**src/logic/pldh_pkg.sv**
```systemverilog
// Package of constants and types for the lock-detect and holdover controller
package pldh_pkg;

  // ---------------------------------------------------------------------------
  // Register byte offsets
  // ---------------------------------------------------------------------------
  localparam logic [7:0] ADR_CTRL = 8'h00;
  localparam logic [7:0] ADR_LOCK_CNT = 8'h04;
  localparam logic [7:0] ADR_WINDOW = 8'h08;
  localparam logic [7:0] ADR_DAC = 8'h0C;
  localparam logic [7:0] ADR_STATUS = 8'h10;
  localparam logic [7:0] ADR_IRQ_STAT = 8'h14;
  localparam logic [7:0] ADR_IRQ_MASK = 8'h18;
  localparam logic [7:0] ADR_TUNE = 8'h1C;

  // ---------------------------------------------------------------------------
  // Field widths and positions
  // ---------------------------------------------------------------------------
  localparam int CNT_W = 14;
  localparam int WND_W = 8;
  localparam int DAC_W = 10;
  localparam int CTRL_W = 5;
  localparam int IRQ_W = 4;
  localparam int CTRL_HO_SEL_LO = 0;
  localparam int CTRL_HO_SEL_HI = 1;
  localparam int CTRL_TRACK = 2;
  localparam int CTRL_MANUAL_DAC_VALUE = 3;
  localparam int CTRL_LL_DIS = 4;
  localparam int ST_LOCK = 0;
  localparam int ST_HOLD = 1;
  localparam int ST_REF = 2;
  localparam int IRQ_LOCK_SET = 0;
  localparam int IRQ_LOCK_LOST = 1;
  localparam int IRQ_HO_ENTER = 2;
  localparam int IRQ_HO_EXIT = 3;

  // ---------------------------------------------------------------------------
  // Codes and reset values
  // ---------------------------------------------------------------------------
  localparam logic [1:0] HO_SEL_ENABLED = 2'h2;
  localparam logic [CTRL_W-1:0] CTRL_RST = 5'h0A;
  localparam logic [CNT_W-1:0] LOCK_CNT_RST = 14'h2710;
  localparam logic [WND_W-1:0] WINDOW_RST = 8'h10;
  localparam logic [DAC_W-1:0] DAC_RST = 10'h200;
  localparam logic [CNT_W-1:0] CNT_ONE = 14'h0001;

  typedef enum logic [1:0] {
    PLDH_ACQUIRE,
    PLDH_LOCKED,
    PLDH_HOLDOVER
  } pldh_state_t;

endpackage : pldh_pkg
```
**src/logic/pldh_ctrl.sv**
```systemverilog
// Lock-detect qualification and holdover control with a Wishbone slave
// Operation
// RULE1 - Lock time set by count and detector rate
// RULE2 - Flag rises after count in-window comparisons
// RULE3 - Flag drops when phase error leaves window
// RULE4 - Lock loss enters holdover unless disabled
// RULE5 - Valid reference exits holdover, relock begins
// RULE6 - Select two enables holdover; track off fixes
// RULE7 - Manual DAC value drives holdover tuning
// RULE8 - Software sets lock count large enough
// RULE9 - Out-of-window comparison restarts count at zero
//
// Implementation choices: the Wishbone interface to the registers and the address map.
`timescale 1ns/10ps
`default_nettype none

module pldh_ctrl (
  // Clock, enable and reset
  input wire logic clk_sys,
  input wire logic clk_en,
  input wire logic srst,
  // Classic Wishbone slave
  input wire logic wb_cyc_i,
  input wire logic wb_stb_i,
  input wire logic wb_we_i,
  input wire logic [7:0] wb_adr_i,
  input wire logic [3:0] wb_sel_i,
  input wire logic [31:0] wb_dat_i,
  output logic [31:0] wb_dat_o,
  output logic wb_ack_o,
  // Phase detector side
  input wire logic pd_strobe,
  input wire logic [pldh_pkg::WND_W-1:0] pd_phase_err,
  input wire logic ref_valid,
  input wire logic [pldh_pkg::DAC_W-1:0] loop_tune,
  // Control outputs
  output logic lock_detect_flag,
  output logic holdover_active,
  output logic [pldh_pkg::DAC_W-1:0] tune_value,
  output logic irq
);

  // ---------------------------------------------------------------------------
  // Helper functions
  // ---------------------------------------------------------------------------
  function automatic logic [31:0] pldh_wmask(input logic [31:0] old_v, input logic [31:0] new_v,
                                             input logic [3:0] sel);
    logic [31:0] r;
    r = old_v;
    for (int i = 0; i < 4; i++) begin
      if (sel[i]) begin
        r[i*8 +: 8] = new_v[i*8 +: 8];
      end
    end
    return r;
  endfunction : pldh_wmask

  // ---------------------------------------------------------------------------
  // Registers
  // ---------------------------------------------------------------------------
  logic [pldh_pkg::CTRL_W-1:0] ctrl_q;
  logic [pldh_pkg::CTRL_W-1:0] ctrl_d;
  logic [pldh_pkg::CNT_W-1:0] lock_cnt_q;
  logic [pldh_pkg::CNT_W-1:0] lock_cnt_d;
  logic [pldh_pkg::WND_W-1:0] window_q;
  logic [pldh_pkg::WND_W-1:0] window_d;
  logic [pldh_pkg::DAC_W-1:0] dac_q;
  logic [pldh_pkg::DAC_W-1:0] dac_d;
  logic [pldh_pkg::IRQ_W-1:0] istat_q;
  logic [pldh_pkg::IRQ_W-1:0] istat_d;
  logic [pldh_pkg::IRQ_W-1:0] imask_q;
  logic [pldh_pkg::IRQ_W-1:0] imask_d;
  logic [pldh_pkg::CNT_W-1:0] qual_q;
  logic [pldh_pkg::CNT_W-1:0] qual_d;
  logic [pldh_pkg::DAC_W-1:0] held_q;
  logic [pldh_pkg::DAC_W-1:0] held_d;
  logic [pldh_pkg::DAC_W-1:0] tune_d;
  logic lock_q;
  logic lock_d;
  logic ack_q;
  logic irq_d;
  logic [31:0] rdat_d;
  pldh_pkg::pldh_state_t state_q;
  pldh_pkg::pldh_state_t state_d;

  // ---------------------------------------------------------------------------
  // Bus decode
  // ---------------------------------------------------------------------------
  wire logic bus_req = wb_cyc_i && wb_stb_i && !ack_q;
  wire logic bus_wr = bus_req && wb_we_i;
  wire logic hit_ctrl = (wb_adr_i == pldh_pkg::ADR_CTRL);
  wire logic hit_cnt = (wb_adr_i == pldh_pkg::ADR_LOCK_CNT);
  wire logic hit_wnd = (wb_adr_i == pldh_pkg::ADR_WINDOW);
  wire logic hit_dac = (wb_adr_i == pldh_pkg::ADR_DAC);
  wire logic hit_st = (wb_adr_i == pldh_pkg::ADR_STATUS);
  wire logic hit_is = (wb_adr_i == pldh_pkg::ADR_IRQ_STAT);
  wire logic hit_im = (wb_adr_i == pldh_pkg::ADR_IRQ_MASK);
  wire logic hit_tn = (wb_adr_i == pldh_pkg::ADR_TUNE);
  wire logic [31:0] wr_ctrl = pldh_wmask(32'({ctrl_q}), wb_dat_i, wb_sel_i);
  wire logic [31:0] wr_cnt = pldh_wmask(32'({lock_cnt_q}), wb_dat_i, wb_sel_i);
  wire logic [31:0] wr_wnd = pldh_wmask(32'({window_q}), wb_dat_i, wb_sel_i);
  wire logic [31:0] wr_dac = pldh_wmask(32'({dac_q}), wb_dat_i, wb_sel_i);
  wire logic [31:0] wr_im = pldh_wmask(32'({imask_q}), wb_dat_i, wb_sel_i);
  wire logic [31:0] wr_w1c = pldh_wmask(32'h0000_0000, wb_dat_i, wb_sel_i);

  // Register write next values
  assign ctrl_d = (bus_wr && hit_ctrl) ? wr_ctrl[pldh_pkg::CTRL_W-1:0] : ctrl_q;
  assign lock_cnt_d = (bus_wr && hit_cnt) ? wr_cnt[pldh_pkg::CNT_W-1:0] : lock_cnt_q;
  assign window_d = (bus_wr && hit_wnd) ? wr_wnd[pldh_pkg::WND_W-1:0] : window_q;
  assign dac_d = (bus_wr && hit_dac) ? wr_dac[pldh_pkg::DAC_W-1:0] : dac_q;
  assign imask_d = (bus_wr && hit_im) ? wr_im[pldh_pkg::IRQ_W-1:0] : imask_q;

  // ---------------------------------------------------------------------------
  // Lock qualification
  // ---------------------------------------------------------------------------
  wire logic [1:0] ho_sel = ctrl_q[pldh_pkg::CTRL_HO_SEL_HI:pldh_pkg::CTRL_HO_SEL_LO];
  wire logic ho_enabled = (ho_sel == pldh_pkg::HO_SEL_ENABLED); // RULE6
  wire logic track_en = ctrl_q[pldh_pkg::CTRL_TRACK];
  wire logic manual_dac_value_en = ctrl_q[pldh_pkg::CTRL_MANUAL_DAC_VALUE];
  wire logic ll_disable = ctrl_q[pldh_pkg::CTRL_LL_DIS];
  wire logic in_window = (pd_phase_err <= window_q);
  wire logic in_hold = (state_q == pldh_pkg::PLDH_HOLDOVER);
  // Count reaches target in this comparison; count of zero behaves as one
  wire logic qual_hit = (qual_q + pldh_pkg::CNT_ONE >= lock_cnt_q);
  wire logic [pldh_pkg::CNT_W-1:0] qual_inc = (qual_q == lock_cnt_q) ? qual_q
                                              : qual_q + pldh_pkg::CNT_ONE;

  // Lock time is lock_cnt_q strobes, one per phase detector cycle
  assign qual_d = in_hold ? '0 // RULE1
                : !pd_strobe ? qual_q
                : !in_window ? '0 // RULE9
                : qual_inc;
  assign lock_d = in_hold ? 1'b0
                : !pd_strobe ? lock_q
                : !in_window ? 1'b0 // RULE3
                : (qual_hit ? 1'b1 : lock_q); // RULE2

  wire logic lock_rise = lock_d && !lock_q;
  wire logic lock_fall = !lock_d && lock_q && !in_hold;

  // ---------------------------------------------------------------------------
  // Holdover state machine
  // ---------------------------------------------------------------------------
  always_comb begin
    state_d = state_q;
    case (state_q)
      pldh_pkg::PLDH_ACQUIRE: begin
        if (lock_rise) begin
          state_d = pldh_pkg::PLDH_LOCKED;
        end
      end
      pldh_pkg::PLDH_LOCKED: begin
        if (lock_fall && ho_enabled && !ll_disable) begin
          state_d = pldh_pkg::PLDH_HOLDOVER; // RULE4
        end else if (lock_fall) begin
          state_d = pldh_pkg::PLDH_ACQUIRE;
        end
      end
      pldh_pkg::PLDH_HOLDOVER: begin
        if (ref_valid || !ho_enabled) begin
          state_d = pldh_pkg::PLDH_ACQUIRE; // RULE5
        end
      end
      default: begin
        state_d = pldh_pkg::PLDH_ACQUIRE;
      end
    endcase
  end

  wire logic ho_enter = (state_d == pldh_pkg::PLDH_HOLDOVER) && !in_hold;
  wire logic ho_exit = in_hold && (state_d != pldh_pkg::PLDH_HOLDOVER);

  // Last loop voltage seen outside holdover, used when tracking
  assign held_d = in_hold ? held_q : loop_tune;

  // Holdover voltage: manual DAC, tracked value, or fixed midpoint
  wire logic [pldh_pkg::DAC_W-1:0] ho_volt = manual_dac_value_en ? dac_q // RULE7
                                           : track_en ? held_q
                                           : pldh_pkg::DAC_RST; // RULE6
  assign tune_d = (state_d == pldh_pkg::PLDH_HOLDOVER) ? ho_volt : loop_tune;

  // ---------------------------------------------------------------------------
  // Interrupts
  // ---------------------------------------------------------------------------
  wire logic [pldh_pkg::IRQ_W-1:0] ev = {ho_exit, ho_enter, lock_fall, lock_rise};
  wire logic [pldh_pkg::IRQ_W-1:0] clr = (bus_wr && hit_is) ? wr_w1c[pldh_pkg::IRQ_W-1:0] : '0;
  // New events win over a same-cycle clear
  assign istat_d = (istat_q & ~clr) | ev;
  assign irq_d = |(istat_d & imask_d);

  // ---------------------------------------------------------------------------
  // Read mux
  // ---------------------------------------------------------------------------
  wire logic [2:0] status_v = {ref_valid, in_hold, lock_q};
  always_comb begin
    if (hit_ctrl) begin
      rdat_d = 32'({ctrl_q});
    end else if (hit_cnt) begin
      rdat_d = 32'({lock_cnt_q});
    end else if (hit_wnd) begin
      rdat_d = 32'({window_q});
    end else if (hit_dac) begin
      rdat_d = 32'({dac_q});
    end else if (hit_st) begin
      rdat_d = 32'({status_v});
    end else if (hit_is) begin
      rdat_d = 32'({istat_q});
    end else if (hit_im) begin
      rdat_d = 32'({imask_q});
    end else if (hit_tn) begin
      rdat_d = 32'({tune_value});
    end else begin
      rdat_d = 32'h0000_0000; // Unmapped reads zero, writes dropped
    end
  end

  // ---------------------------------------------------------------------------
  // Configuration registers
  // ---------------------------------------------------------------------------
  always_ff @(posedge clk_sys) begin
    if (srst) begin
      ctrl_q <= pldh_pkg::CTRL_RST;
      lock_cnt_q <= pldh_pkg::LOCK_CNT_RST; // RULE8
      window_q <= pldh_pkg::WINDOW_RST;
      dac_q <= pldh_pkg::DAC_RST;
      imask_q <= '0;
    end else if (clk_en) begin
      ctrl_q <= ctrl_d;
      lock_cnt_q <= lock_cnt_d;
      window_q <= window_d;
      dac_q <= dac_d;
      imask_q <= imask_d;
    end
  end

  // Bus answer, one cycle after the request
  always_ff @(posedge clk_sys) begin
    if (srst) begin
      ack_q <= 1'b0;
      wb_dat_o <= '0;
    end else if (clk_en) begin
      ack_q <= bus_req;
      wb_dat_o <= bus_req ? rdat_d : '0;
    end
  end
  assign wb_ack_o = ack_q;

  // Lock and holdover state
  always_ff @(posedge clk_sys) begin
    if (srst) begin
      state_q <= pldh_pkg::PLDH_ACQUIRE;
      qual_q <= '0;
      lock_q <= 1'b0;
      held_q <= pldh_pkg::DAC_RST;
      istat_q <= '0;
    end else if (clk_en) begin
      state_q <= state_d;
      qual_q <= qual_d;
      lock_q <= lock_d;
      held_q <= held_d;
      istat_q <= istat_d;
    end
  end

  // Registered outputs
  always_ff @(posedge clk_sys) begin
    if (srst) begin
      lock_detect_flag <= 1'b0;
      holdover_active <= 1'b0;
      tune_value <= pldh_pkg::DAC_RST;
      irq <= 1'b0;
    end else if (clk_en) begin
      lock_detect_flag <= lock_d;
      holdover_active <= (state_d == pldh_pkg::PLDH_HOLDOVER);
      tune_value <= tune_d;
      irq <= irq_d;
    end
  end

endmodule : pldh_ctrl
`default_nettype wire

```
**config.mk**
```make
export PLATFORM = sky130hd
export DESIGN_NAME = pldh_ctrl
export DESIGN_NICKNAME = d
export VERILOG_FILES = /design/src/logic/pldh_pkg.sv /design/src/logic/pldh_ctrl.sv
export SDC_FILE = /design/constraint.sdc
export NUM_CORES = 1
export LEC_CHECK = 0
export ABC_AREA = 1
export BUFFER_PORTS_ARGS = -buffer_cell sky130_fd_sc_hd__buf_2
export CORE_ASPECT_RATIO = 0.5
export CORE_UTILIZATION = 40
export CTS_BUF_LIST = sky130_fd_sc_hd__clkbuf_16
export DETAILED_ROUTE_END_ITERATION = 8
export GPL_ROUTABILITY_DRIVEN = 0
export HOLD_SLACK_MARGIN = 0.06
export PLACE_DENSITY = 0.64
export SETUP_SLACK_MARGIN = 0.4
export SYNTH_ARGS = -nofsm -noshare
export SYNTH_HDL_FRONTEND = slang
export SYNTH_SLANG_ARGS = --single-unit
```
**constraint.sdc**
```tcl
create_clock -name clk_sys -period 4 [get_ports clk_sys]
set_input_delay 0.4 -clock clk_sys [delete_from_list [all_inputs] [get_ports clk_sys]]
set_output_delay 0.4 -clock clk_sys [all_outputs]
set_load 0.02 [all_outputs]
```
* Word-level counts from Yosys, hierarchy flattened
Index checks and enable logic that the tools add are counted.
Word-level totals: register bits after elaboration 117, input port bits 70, output and inout bits 46, word-level logic and storage cells 103
Cells by class: add/subtract/negate cells 1, magnitude comparators 2, equal/unequal tests 14, multiplexer cells 29, bitwise operators 5, reduce and logical (&&, ||, !) cells 35
Operators with widths (count):
- 2-to-1 mux 10 bit | 9
- 2-to-1 mux 14 bit | 6
- == test 8 x 5 -> 1 bit (second input constant) | 4
- 2-to-1 mux 32 bit | 1
- AND reduction 3 bit | 7
- == test 8 x 4 -> 1 bit (second input constant) | 2
- logical AND 1 bit | 16
- 2-to-1 mux 4 bit | 4
- adder 14 x 1 -> 14 bit (second input constant) | 1
- == test 14 bit | 1
- >= comparator 14 bit | 1
- bitwise AND 4 bit | 2
- == test 8 x 3 -> 1 bit (second input constant) | 1
- less-or-equal comparator 8 bit | 1
- zero test 8 bit | 1
- 2-to-1 mux 2 bit | 4
- == test 2 bit (second input constant) | 3
- zero test 1 bit | 6
- case mux 2 bit (3 select lines) | 1
- 2-to-1 mux 1 bit | 4
- inverter 4 bit | 1
- bitwise OR 4 bit | 1
- OR reduction 4 bit | 1
- != test 3 bit (second input constant) | 1
- 7 further kinds | 7

* Logic depth before layout (Yosys ltp)
Gate-level depths: netlist of the first run.
word-level depth 18, gate-level depth with buffers 21, mapped depth without buffers 21

* Worst setup path after synthesis of the first run
No wires, ideal clock.
kind flip-flop to flip-flop, start reg qual_q[0] (netlist bit), end reg irq, library setup time 0.056 ns, arrival time 2.407 ns, required time 3.944 ns, slack 1.538 ns, stages on the path, launching flop included 20, buffers on the path 0, clock period less this slack 2.462 ns, cells stage by stage dfxtp_1 > ha_1 > nand3_1 > nor4_1 > nand2_1 > nand2_1 > inv_1 > ha_1 > nand4_1 > nor2_1 > nand2_1 > nor2_1 > nor2_1 > nor2_1 > nand3_1 > nand2_1 > nand2_1 > nand4_1 > nand2_1 > inv_1
Between the ends: longest elaborated chain between the ends 18, elaborated cells on any way between the ends 23, those cells by class 1 x add/sub; 1 x order compare; 2 x eq/ne; 8 x mux; 2 x bitwise; 9 x reduce/logical
RTL lines:
- start: declaration | line pldh_ctrl.sv:73 | logic [pldh_pkg::CNT_W-1:0] qual_q;
- start signal: assignment | line pldh_ctrl.sv:258 | qual_q <= qual_d;
- adder 14 x 1 -> 14 bit * | line pldh_ctrl.sv:124 | wire logic qual_hit = (qual_q + pldh_pkg::CNT_ONE >= lock_cnt_q);
- >= comparator 14 bit * | line pldh_ctrl.sv:124
- 2-to-1 mux 1 bit * | line pldh_ctrl.sv:136 | : (qual_hit ? 1'b1 : lock_q);
- 2-to-1 mux 1 bit * | line pldh_ctrl.sv:135 | : !in_window ? 1'b0
- 2-to-1 mux 1 bit * | line pldh_ctrl.sv:134 | : !pd_strobe ? lock_q
- 2-to-1 mux 1 bit * | line pldh_ctrl.sv:133 | assign lock_d = in_hold ? 1'b0
- zero test 1 bit | line pldh_ctrl.sv:139 | wire logic lock_fall = !lock_d && lock_q && !in_hold;
- logical AND 1 bit (2 in a row) | line pldh_ctrl.sv:139
- logical AND 1 bit (2 in a row) | line pldh_ctrl.sv:153 | if (lock_fall && ho_enabled && !ll_disable) begin
- 2-to-1 mux 2 bit | line pldh_ctrl.sv:153
- case mux 2 bit (3 select lines) | line pldh_ctrl.sv:146 | case (state_q)
- == test 2 bit / != test 2 bit (equally long branches) | line pldh_ctrl.sv:170, pldh_ctrl.sv:171
- logical AND 1 bit (on tied branches) | line pldh_ctrl.sv:170, pldh_ctrl.sv:171
- bitwise OR 4 bit * | line pldh_ctrl.sv:188 | assign istat_d = (istat_q & ~clr) | ev;
- bitwise AND 4 bit * | line pldh_ctrl.sv:189 | assign irq_d = |(istat_d & imask_d);
- OR reduction 4 bit * | line pldh_ctrl.sv:189
- end signal: assignment | line pldh_ctrl.sv:276 | irq <= irq_d;
- end: declaration | line pldh_ctrl.sv:40 | output logic irq
Mark *: on every way between the ends. The rest lies on a longest branch, timed or not. A chain may end at the register's enable or synchronous reset.

* Final worst setup path of the first run
Ends and elaborated chain as after synthesis.

==> results of run 1 <==
-- state kept, by name, summed over array words and instances, names as in the netlist --
| signal | cells |
|---|---|
| window_q | 8 |
| qual_q | 14 |
| dac_q | 10 |
| wb_ack_o | 1 |
| lock_cnt_q | 14 |
| istat_q | 4 |
| tune_value | 10 |
| holdover_active | 1 |
| ctrl_q | 5 |
| wb_dat_o | 14 |
| irq | 1 |
| state_q | 2 |
| lock_detect_flag | 1 |
| imask_q | 4 |
| held_q | 10 |
-- cell type report --
cell class / count / share of cell area, %
Clock inverter: 6 / 1.63
Timing Repair Buffer: 80 / 6.25
Sequential cell: 99 / 30.4
Tap cell: 192 / 3.68
Multi-Input combinational cell: 585 / 47.9
Clock buffer: 9 / 3.45
Inverter: 117 / 6.77
-- cell usage in the layout (no fill, tap or decap), types with 4 or more instances in the layout --
| master | n |
|---|---|
| nand2_1 | 155 |
| inv_1 | 104 |
| dfxtp_1 | 99 |
| a21oi_1 | 87 |
| nor2_1 | 84 |
| buf_2 | 77 |
| o21ai_0 | 62 |
| nand3_1 | 47 |
| ha_1 | 23 |
| conb_1 | 18 |
| o211ai_1 | 16 |
| xor2_1 | 14 |
| inv_2 | 11 |
| nand4_1 | 9 |
| a22oi_1 | 9 |
| clkbuf_16 | 9 |
| nor2_4 | 7 |
| o22ai_1 | 7 |
| nor2_2 | 6 |
| nor3_1 | 5 |
| o21ai_1 | 5 |
| o221ai_1 | 4 |
-- per-stage QoR --
step           setup slack, ps  cells  hold slack [ps]
2_1_floorplan             1540    845              439
3_3_place_gp              1020   1073              454
3_5_place_dp               993   1073              458
4_1_cts                    958   1088              276
5_1_grt                    556   1088              294
6_report                   941   1088              282
-- cell families after synthesis --
logic type	after synthesis	synth area share (%)
AOI/OAI and AO/OA	193	18.5
xor gates and xnor gates	16	2.58
adders and majority gates	23	5.02
buffers and inverters	161	12.0
DFF	99	34.6
other	1	0.0654
and+or+nand+nor	335	27.2
-- metal layers --
| metal | vias to the layer above | share of wire [%] | GRT usage [%] |
|---|---|---|---|
| met2 | 196 | 44 | 35.0 |
| li1 | 2815 | - | - |
| met3 | 17 | 6.7 | 4.34 |
| met4 | 0 | 0.94 | 5.60 |
| met1 | 2569 | 48 | 31.3 |
| met5 | - | 0 | 0 |
-- report_power, final --
group	switching (mW)	internal [mW]
clock	0.388	0.605
sequential	0.0340	1.02
combinational	0.190	0.0950
total	0.612	1.72
-- how the worst max path moves through the flow --
stage	from	endpoint	slack, ps	depth (start not counted)
after floorplan	qual_q[0]$_SDFFE_PP0P_	irq$_SDFFE_PP0P_	1540	19
after global placement	qual_q[0]$_SDFFE_PP0P_	irq$_SDFFE_PP0P_	1020	21
after detailed placement	qual_q[0]$_SDFFE_PP0P_	irq$_SDFFE_PP0P_	990	21
after CTS	qual_q[0]$_SDFFE_PP0P_	irq$_SDFFE_PP0P_	960	21
after global routing	qual_q[0]$_SDFFE_PP0P_	state_q[0]$_SDFFE_PP0P_	560	19
final	qual_q[0]$_SDFFE_PP0P_	irq$_SDFFE_PP0P_	940	21
-- worst min-delay path, cell delays in order --
cell      delay, ps
buf_2            80
nand2_1          40
o211ai_1         70
==> run_results.csv, run 1 <==
group,metric,value,unit
drt,num_vias,5597,
setup_path,r2r_end,"irq$_SDFFE_PP0P_",
min_path,whs_endpoint,"lock_cnt_q[13]$_SDFFE_PP1P_",
yosys,async_reset_ff_share,0,%
sta,fin_crit,3060,ps
yosys,synth_commonest_cells,"nand2_1 (155), inv_1 (103), dfxtp_1 (99)",
floorplanning,die_h,86.6,microns
setup_path,cpMostUsedCell,"nand2_1",
sta,rsz0062_at_grt,"false",
setup_path,cpLargestDelayFamily,"simple AND/OR/NAND/NOR gates",
yosys,synthCells,828,
setup_path,slowest_delay,460,ps
layout,fillers,1402,
grt,antenna_found_initial,0,
power,vdd_drop_max,0.210,mV
grt,grt_pass1_vias,5034,
clocking,postCtsSetupBuffers,0,
setup_path,r2r_cells,21,
layout,multiInputGateArea,3120,sq um
grt,grt_max_degree,54,
setup_path,arrival,3320,ps
layout,regArea,1980,sq um
setup_path,cp_cell_sequence,"ha_1 > nand3_1 > nor4_1 > or2_2 > nand2_1 > inv_1 > ha_1 > nand2_1 > inv_1 > nand2_1 > nand2_1 > nor2_1 > nand2_1 > nor2_1 > nor2_1 > nand3_1 > nand2_1 > nand2_1 > nand4_1 > nand2_1 > inv_1",
yosys,synth_enable_flop_cells,0,
drt,drt_pass1_iterations,6,
power,power,2.33,mW
layout,nNetsFinal,985,
sta,finalClockSkew,10.2,ps
grt,grt_overflow,0,
grt,grt_use_total,22.3,%
floorplanning,ioPinCount,116,
setup_path,crit_slowest_cell,"dfxtp_1",
sta,maxSlewViolCount,0,
yosys,synth_top_area_share,34.6,%
layout,utilization,47.4,%
drt,drt-wirelength-per-cell,14.8,microns
yosys,synth_area,5730,sq um
sta,relSlewSlack,46.2,%
flow_run,drv_cap,0,
clocking,cts_buffers,9,
min_path,holdPathStages,3,
yosys,synth.top_cells.by_area,"dfxtp_1 (35%), nand2_1 (10%), a21oi_1 (7.6%)",
setup_path,end_kind,"flop",
yosys,yosysTopAreaCell,"dfxtp_1",
sta,clock.fmax,0.327,GHz
drt,routed_wl,16100,microns
drt,vias_per_cell,5.14,
drt,ant_nets,0,
clocking,cts_tree,"built",
floorplanning,coreArea,13800,sq um
min_path,min_from,"wb_dat_i[13]",
clocking,hold_buffers,0,
power,cellLeakagePower,3.04,nW
drt,drtIter0Drc,345,
clocking,clock_latency,350,ps
sta,setup_violations,0,
setup_path,crit_buf_inv,3,
yosys,ys_ff_latch,99,
floorplanning,initial_core_util,41.6,%
floorplanning,die_x,171,microns
setup_path,path_max_fanout,5,
placed_design,dp_hpwl,12100,microns
yosys,yosysUniqueCellTypes,45,
clocking,cts_root_buf,"clkbuf_16",
power,power_density,357,nW/um^2
min_path,hp-class,"in2reg",
placed_design,placed_area,6200,sq um
sta,finalHoldViolations,0,
yosys,syn_avg_cell_area,6.92,sq um
layout,final_cell_area,6530,sq um
yosys,seq_area_frac_synth,34.6,%
setup_path,r2r-start,"qual_q[0]$_SDFFE_PP0P_",
layout,drive_above_1_share,15.3,%
grt,grt_pass1_wl,25500,microns
floorplanning,dieArea,14800,sq um
clocking,cts_max_path_buffers,2,
layout,syn_to_final_growth,13.9,%
yosys,yosys_warnings,0,
setup_path,critPathKind,"reg2reg",
yosys,ys.flop_type,"dfxtp_1",
clocking,clk_pin_slew,70,ps
drt,drc,0,
clocking,clock-sinks,99,
sta,post-route-period-util,76.5,%
floorplanning,row_count,30,
clocking,htree_levels,3,
setup_path,reg2reg_slack,940,ps
yosys,synthMostInstantiatedCell,"nand2_1",
placed_design,port_buffers,77,
run_status,status,"completed",
sta,tightest_slew,804,ps
layout,diodes,0,
sta,timing.setup.tns,0,ps
setup_path,cp-start-kind,"flop",
setup_path,crit_required,4260,ps
clocking,cts_resized,0,
Note: power is estimated with default switching activity, not from simulation.
==> run 2, diff against run 1 <==
==> constraint.sdc (replaced) <==
create_clock -name clk_sys -period 2.92 [get_ports clk_sys]
set_input_delay 0.292 -clock clk_sys [delete_from_list [all_inputs] [get_ports clk_sys]]
set_output_delay 0.292 -clock clk_sys [all_outputs]
set_load 0.02 [all_outputs]
==> run 2 against run 1 <==
Effect of this change:
- sequential power grew 37%
- critical path depth shrank 3
- routed wire length grew 2.6%
==> run_results.csv, run 2 (synthesis results as in run 1) <==
group,metric,value,unit
drt,drt-wirelength-per-cell,14.7,microns
setup_path,cpMostUsedCell,"nand2_1",
drt,routed_wl,16500,microns
sta,finalHoldViolations,0,
clocking,clk_pin_slew,70,ps
sta,fin_crit,2590,ps
sta,tightest_slew,798,ps
setup_path,end_kind,"flop",
layout,final_cell_mix,"nand2_1 (150), inv_1 (102), dfxtp_1 (90)",
placed_design,port_buffers,77,
grt,grt_pass1_vias,5177,
placed_design,place_ws,105,ps
setup_path,crit_slowest_cell,"dfxtp_4",
power,power_density,453,nW/um^2
sta,holdWs,165,ps
layout,layout_commonest_cell,"nand2_1",
grt,grt_max_degree,63,
sta,setup_violations,0,
setup_path,path_max_fanout,5,
sta,setup_slack,330,ps
sta,post-route-period-util,88.7,%
clocking,hold_buffers,0,
floorplanning,dieArea,14800,sq um
sta,maxSlewViolCount,0,
sta,relSlewSlack,46.6,%
flow_run,drv_cap,0,
layout,multiInputGateArea,3250,sq um
run_status,status,"completed",
clocking,cts_root_buf,"clkbuf_16",
power,cellLeakagePower,3.27,nW
layout,syn_to_final_growth,21.1,%
layout,drive_above_1_share,21.5,%
power,power,3.15,mW
layout,nNetsFinal,1022,
sta,clock.fmax,0.386,GHz
min_path,hp-class,"in2reg",
setup_path,slowest_delay,390,ps
layout,fillers,1375,
clocking,htree_levels,3,
setup_path,cp_cell_sequence,"nand4_4 > nor2_4 > nand3_4 > nor4_4 > xor2_2 > ha_4 > a21oi_2 > nand2_1 > nor2_1 > nand2_1 > nor2_2 > nor2_2 > nand3_2 > nand2_2 > nand2_1 > nand4_1 > nand2_1 > inv_1",
layout,regArea,2010,sq um
clocking,cts_buffers,9,
floorplanning,row_count,30,
drt,num_vias,5702,
clocking,clock_latency,350,ps
placed_design,dp_hpwl,11900,microns
setup_path,critPathKind,"reg2reg",
clocking,cts_tree,"built",
grt,grt_pass1_wl,26200,microns
drt,drc,0,
grt,grt_use_total,22.8,%
power,vdd_drop_max,0.263,mV
floorplanning,die_x,171,microns
grt,grt_overflow,0,
grt,antenna_found_initial,0,
drt,drt_pass1_iterations,5,
layout,utilization,50.4,%
setup_path,cp-start-kind,"flop",
floorplanning,die_h,86.6,microns
floorplanning,coreArea,13800,sq um
setup_path,crit_required,3170,ps
drt,ant_nets,0,
drt,vias_per_cell,5.07,
sta,timing.setup.tns,0,ps
clocking,clock-sinks,99,
sta,finalClockSkew,5.86,ps
layout,reg_top3,"lock_cnt_q (14), qual_q (14), wb_dat_o (14)",
layout,diodes,0,
floorplanning,initial_core_util,41.6,%
floorplanning,ioPinCount,116,
sta,rsz0062_at_grt,"true",
clocking,cts_max_path_buffers,2,
drt,drtIter0Drc,472,
setup_path,arrival,2840,ps
==> run 2: worst paths after layout <==
check             depth (start not counted)                     start                     endpoint  slack [ps]
setup / recovery                         18    qual_q[3]$_SDFFE_PP0P_             irq$_SDFFE_PP0P_         330
hold / removal                            3              wb_dat_i[10]  lock_cnt_q[10]$_SDFFE_PP1P_         170
setup reg to reg                         18    qual_q[3]$_SDFFE_PP0P_             irq$_SDFFE_PP0P_         330
hold reg to reg                           2  wb_dat_o[0]$_SDFFE_PP0P_     wb_dat_o[0]$_SDFFE_PP0P_         470
==> run 2: stage by stage <==
step / cell area [sq um] / std cells
floorplan: 5800 / 845
global placement: 6290 / 1085
CTS: 6770 / 1113
detailed placement: 6290 / 1085
global route: 6940 / 1125
finish: 6940 / 1125
==> run 2: power by group <==
part           internal, mW  total (mW)  switching [mW]
Clock                 0.741        1.26           0.521
Sequential             1.40        1.44          0.0427
Combinational         0.166       0.447           0.281
==> run 2: metal layers <==
layer  track usage (%)  share of wire, %  vias to the layer above
met3              3.88               5.2                       21
met4              5.28               1.1                        0
li1                  -                 -                     2886
met2              36.6                45                      160
met5                 0                 0                        -
met1              31.9                49                     2635
==> run 2: worst max-delay path: cells and delay by family, from the launching register on <==
kind                     cells  cell delay [ps]
AO/OA/AOI/OAI                1              130
XOR/XNOR                     1              240
adder cells (fa/ha/maj)      1              250
AND/OR/NAND/NOR             14             1460
flip-flops                   1              390
buffers and inverters        1               30
==> run 2: area by class of cell <==
| type | count | share of cell area, % |
|---|---|---|
| Clock buffer | 9 | 3.24 |
| Clock inverter | 6 | 1.17 |
| Inverter | 117 | 6.36 |
| Multi-Input combinational cell | 585 | 46.9 |
| Sequential cell | 99 | 29.0 |
| Tap cell | 192 | 3.46 |
| Timing Repair Buffer | 117 | 9.93 |
==> run 2: repair_timing <==
action,4_1_cts,5_1_grt
pin swaps,6,21
setup endpoints to repair,4,4
gates resized for setup,21,21
setup buffers,13,12
==> run 3, diff against run 2 <==
--- a/config.mk
+++ b/config.mk
@@ -9,7 +9,6 @@
 export BUFFER_PORTS_ARGS = -buffer_cell sky130_fd_sc_hd__buf_2
 export CORE_ASPECT_RATIO = 0.5
 export CORE_UTILIZATION = 40
-export CTS_BUF_LIST = sky130_fd_sc_hd__clkbuf_16
 export DETAILED_ROUTE_END_ITERATION = 8
 export GPL_ROUTABILITY_DRIVEN = 0
 export HOLD_SLACK_MARGIN = 0.06
==> run 3 against run 2 <==
Effect of this change:
- flip-flop and latch count stayed put
- critical path depth is the same
- combinational power about the same
- clock skew rose by 0.71 ps
- first-iteration DRC count decreased by 2.1%
- final cell count unchanged
- design area is 0.29% higher
- hold slack gained 0.51 ps
==> run_results.csv, run 3 (synthesis results as in run 1) <==
group,metric,value,unit
run_status,status,"completed",
layout,final_cell_mix,"nand2_1 (150), inv_1 (102), dfxtp_1 (90)",
power,pwr-share-comb,13.9,%
floorplanning,ioPinCount,116,
sta,finalClockSkew,6.57,ps
placed_design,port_buffers,77,
power,p_int,2.36,mW
setup_path,arrival,2850,ps
drt,drtIter0Drc,462,
setup_path,critPathKind,"reg2reg",
floorplanning,die_h,86.6,microns
layout,utilization,50.5,%
drt,routed_wl,16600,microns
clocking,cts_buffers,9,
power,cellLeakagePower,3.28,nW
sta,setup_slack,315,ps
floorplanning,coreArea,13800,sq um
power,vdd_drop_max,0.272,mV
grt,grt_max_degree,63,
drt,num_vias,5733,
clocking,clk_pin_slew,70,ps
layout,reg_top3,"lock_cnt_q (14), qual_q (14), wb_dat_o (14)",
drt,drt-wirelength-per-cell,14.8,microns
setup_path,path_max_fanout,5,
layout,nNetsFinal,1022,
layout,layout_commonest_cell,"nand2_1",
sta,clock.fmax,0.384,GHz
clocking,htree_levels,3,
drt,vias_per_cell,5.10,
power,swShare,26.7,%
layout,syn_to_final_growth,21.5,%
placed_design,place_ws,105,ps
grt,grt_pass1_wl,26300,microns
setup_path,crit_required,3170,ps
sta,setup_violations,0,
floorplanning,dieArea,14800,sq um
layout,diodes,0,
grt,antenna_found_initial,0,
placed_design,dp_hpwl,11900,microns
clocking,clock_latency,350,ps
setup_path,cp-start-kind,"flop",
clocking,cts_max_path_buffers,2,
sta,relSlewSlack,46.3,%
drt,drt_pass1_iterations,6,
setup_path,end_kind,"flop",
flow_run,drv_cap,0,
floorplanning,die_x,171,microns
clocking,cts_root_buf,"clkbuf_16",
sta,tightest_slew,803,ps
power,power,3.21,mW
drt,ant_nets,0,
power,clock_power_share,41.3,%
min_path,hp-class,"in2reg",
sta,timing.setup.tns,0,ps
power,p_sw,856,uW
sta,rsz0062_at_grt,"true",
sta,finalHoldViolations,0,
grt,grt_pass1_vias,5177,
sta,fin_crit,2600,ps
clocking,cts_tree,"built",
sta,post-route-period-util,89.2,%
clocking,clock-sinks,99,
power,power_density,461,nW/um^2
sta,maxSlewViolCount,0,
drt,drc,0,
layout,drive_above_1_share,21.8,%
floorplanning,row_count,30,
power,seq_power_share,44.8,%
grt,grt_use_total,22.8,%
grt,grt_overflow,0,
floorplanning,initial_core_util,41.6,%
## run 3: cell type report
cell class | instances | area (sq um)
Tap cell | 192 | 240
Clock inverter | 4 | 73.8
Sequential cell | 99 | 2010
Fill cell | 1373 | 6810
Multi-Input combinational cell | 585 | 3250
Clock buffer | 11 | 253
Timing Repair Buffer | 117 | 689
Inverter | 117 | 442
## run 3: timing repair
item / 4_1_cts / 5_1_grt
gates resized for setup: 21 / 21
setup endpoints to repair: 4 / 4
pin swaps: 6 / 21
setup buffers: 13 / 12
hold buffers: 0 / 0
gates cloned: 0 / 0
## run 3: power groups by stage
stage | Clock (mW) | Combinational [mW] | Sequential (mW)
after floorplan | 0 | 0.281 | 1.47
after global placement | 0 | 0.395 | 1.47
after detailed placement | 0 | 0.404 | 1.47
after CTS | 1.34 | 0.425 | 1.44
after global routing | 1.39 | 0.503 | 1.44
final | 1.33 | 0.448 | 1.44
## run 3: per-stage QoR
step	instance area (sq um)	instances	hold slack, ps
CTS	6790	1113	163
global route	6960	1125	169
global placement	6290	1085	453
finish	6960	1125	166
floorplan	5800	845	420
detailed placement	6290	1085	460
## run 3: worst max-delay path: stages (launching register included)
cell     delay (ps)
dfxtp_4         390
nand4_4         130
nor2_4          130
nand3_4         100
nor4_4          260
xor2_2          240
ha_4            250
a21oi_2         130
nand2_1          70
nor2_1           90
nand2_1          70
nor2_2          190
nor2_2           80
nand3_2          70
nand2_2          60
nand2_1          60
nand4_1          80
nand2_1          80
inv_1            30
## run 3: worst paths after layout
kind | to | start | slack [ps] | cells after the start
hold / removal | lock_cnt_q[10]$_SDFFE_PP1P_ | wb_dat_i[10] | 170 | 3
setup / recovery | irq$_SDFFE_PP0P_ | qual_q[3]$_SDFFE_PP0P_ | 320 | 18
hold reg to reg | wb_dat_o[13]$_SDFFE_PP0P_ | wb_dat_o[13]$_SDFFE_PP0P_ | 470 | 2
setup reg to reg | irq$_SDFFE_PP0P_ | qual_q[3]$_SDFFE_PP0P_ | 320 | 18
## run 3: metal layers
metal  up-vias  wire [microns]  track usage (%)
met4         0             151             5.28
met3        15             888             3.88
met2       171            7420             36.7
li1       2882               -                -
met5         -               0                0
met1      2665            8130             31.9
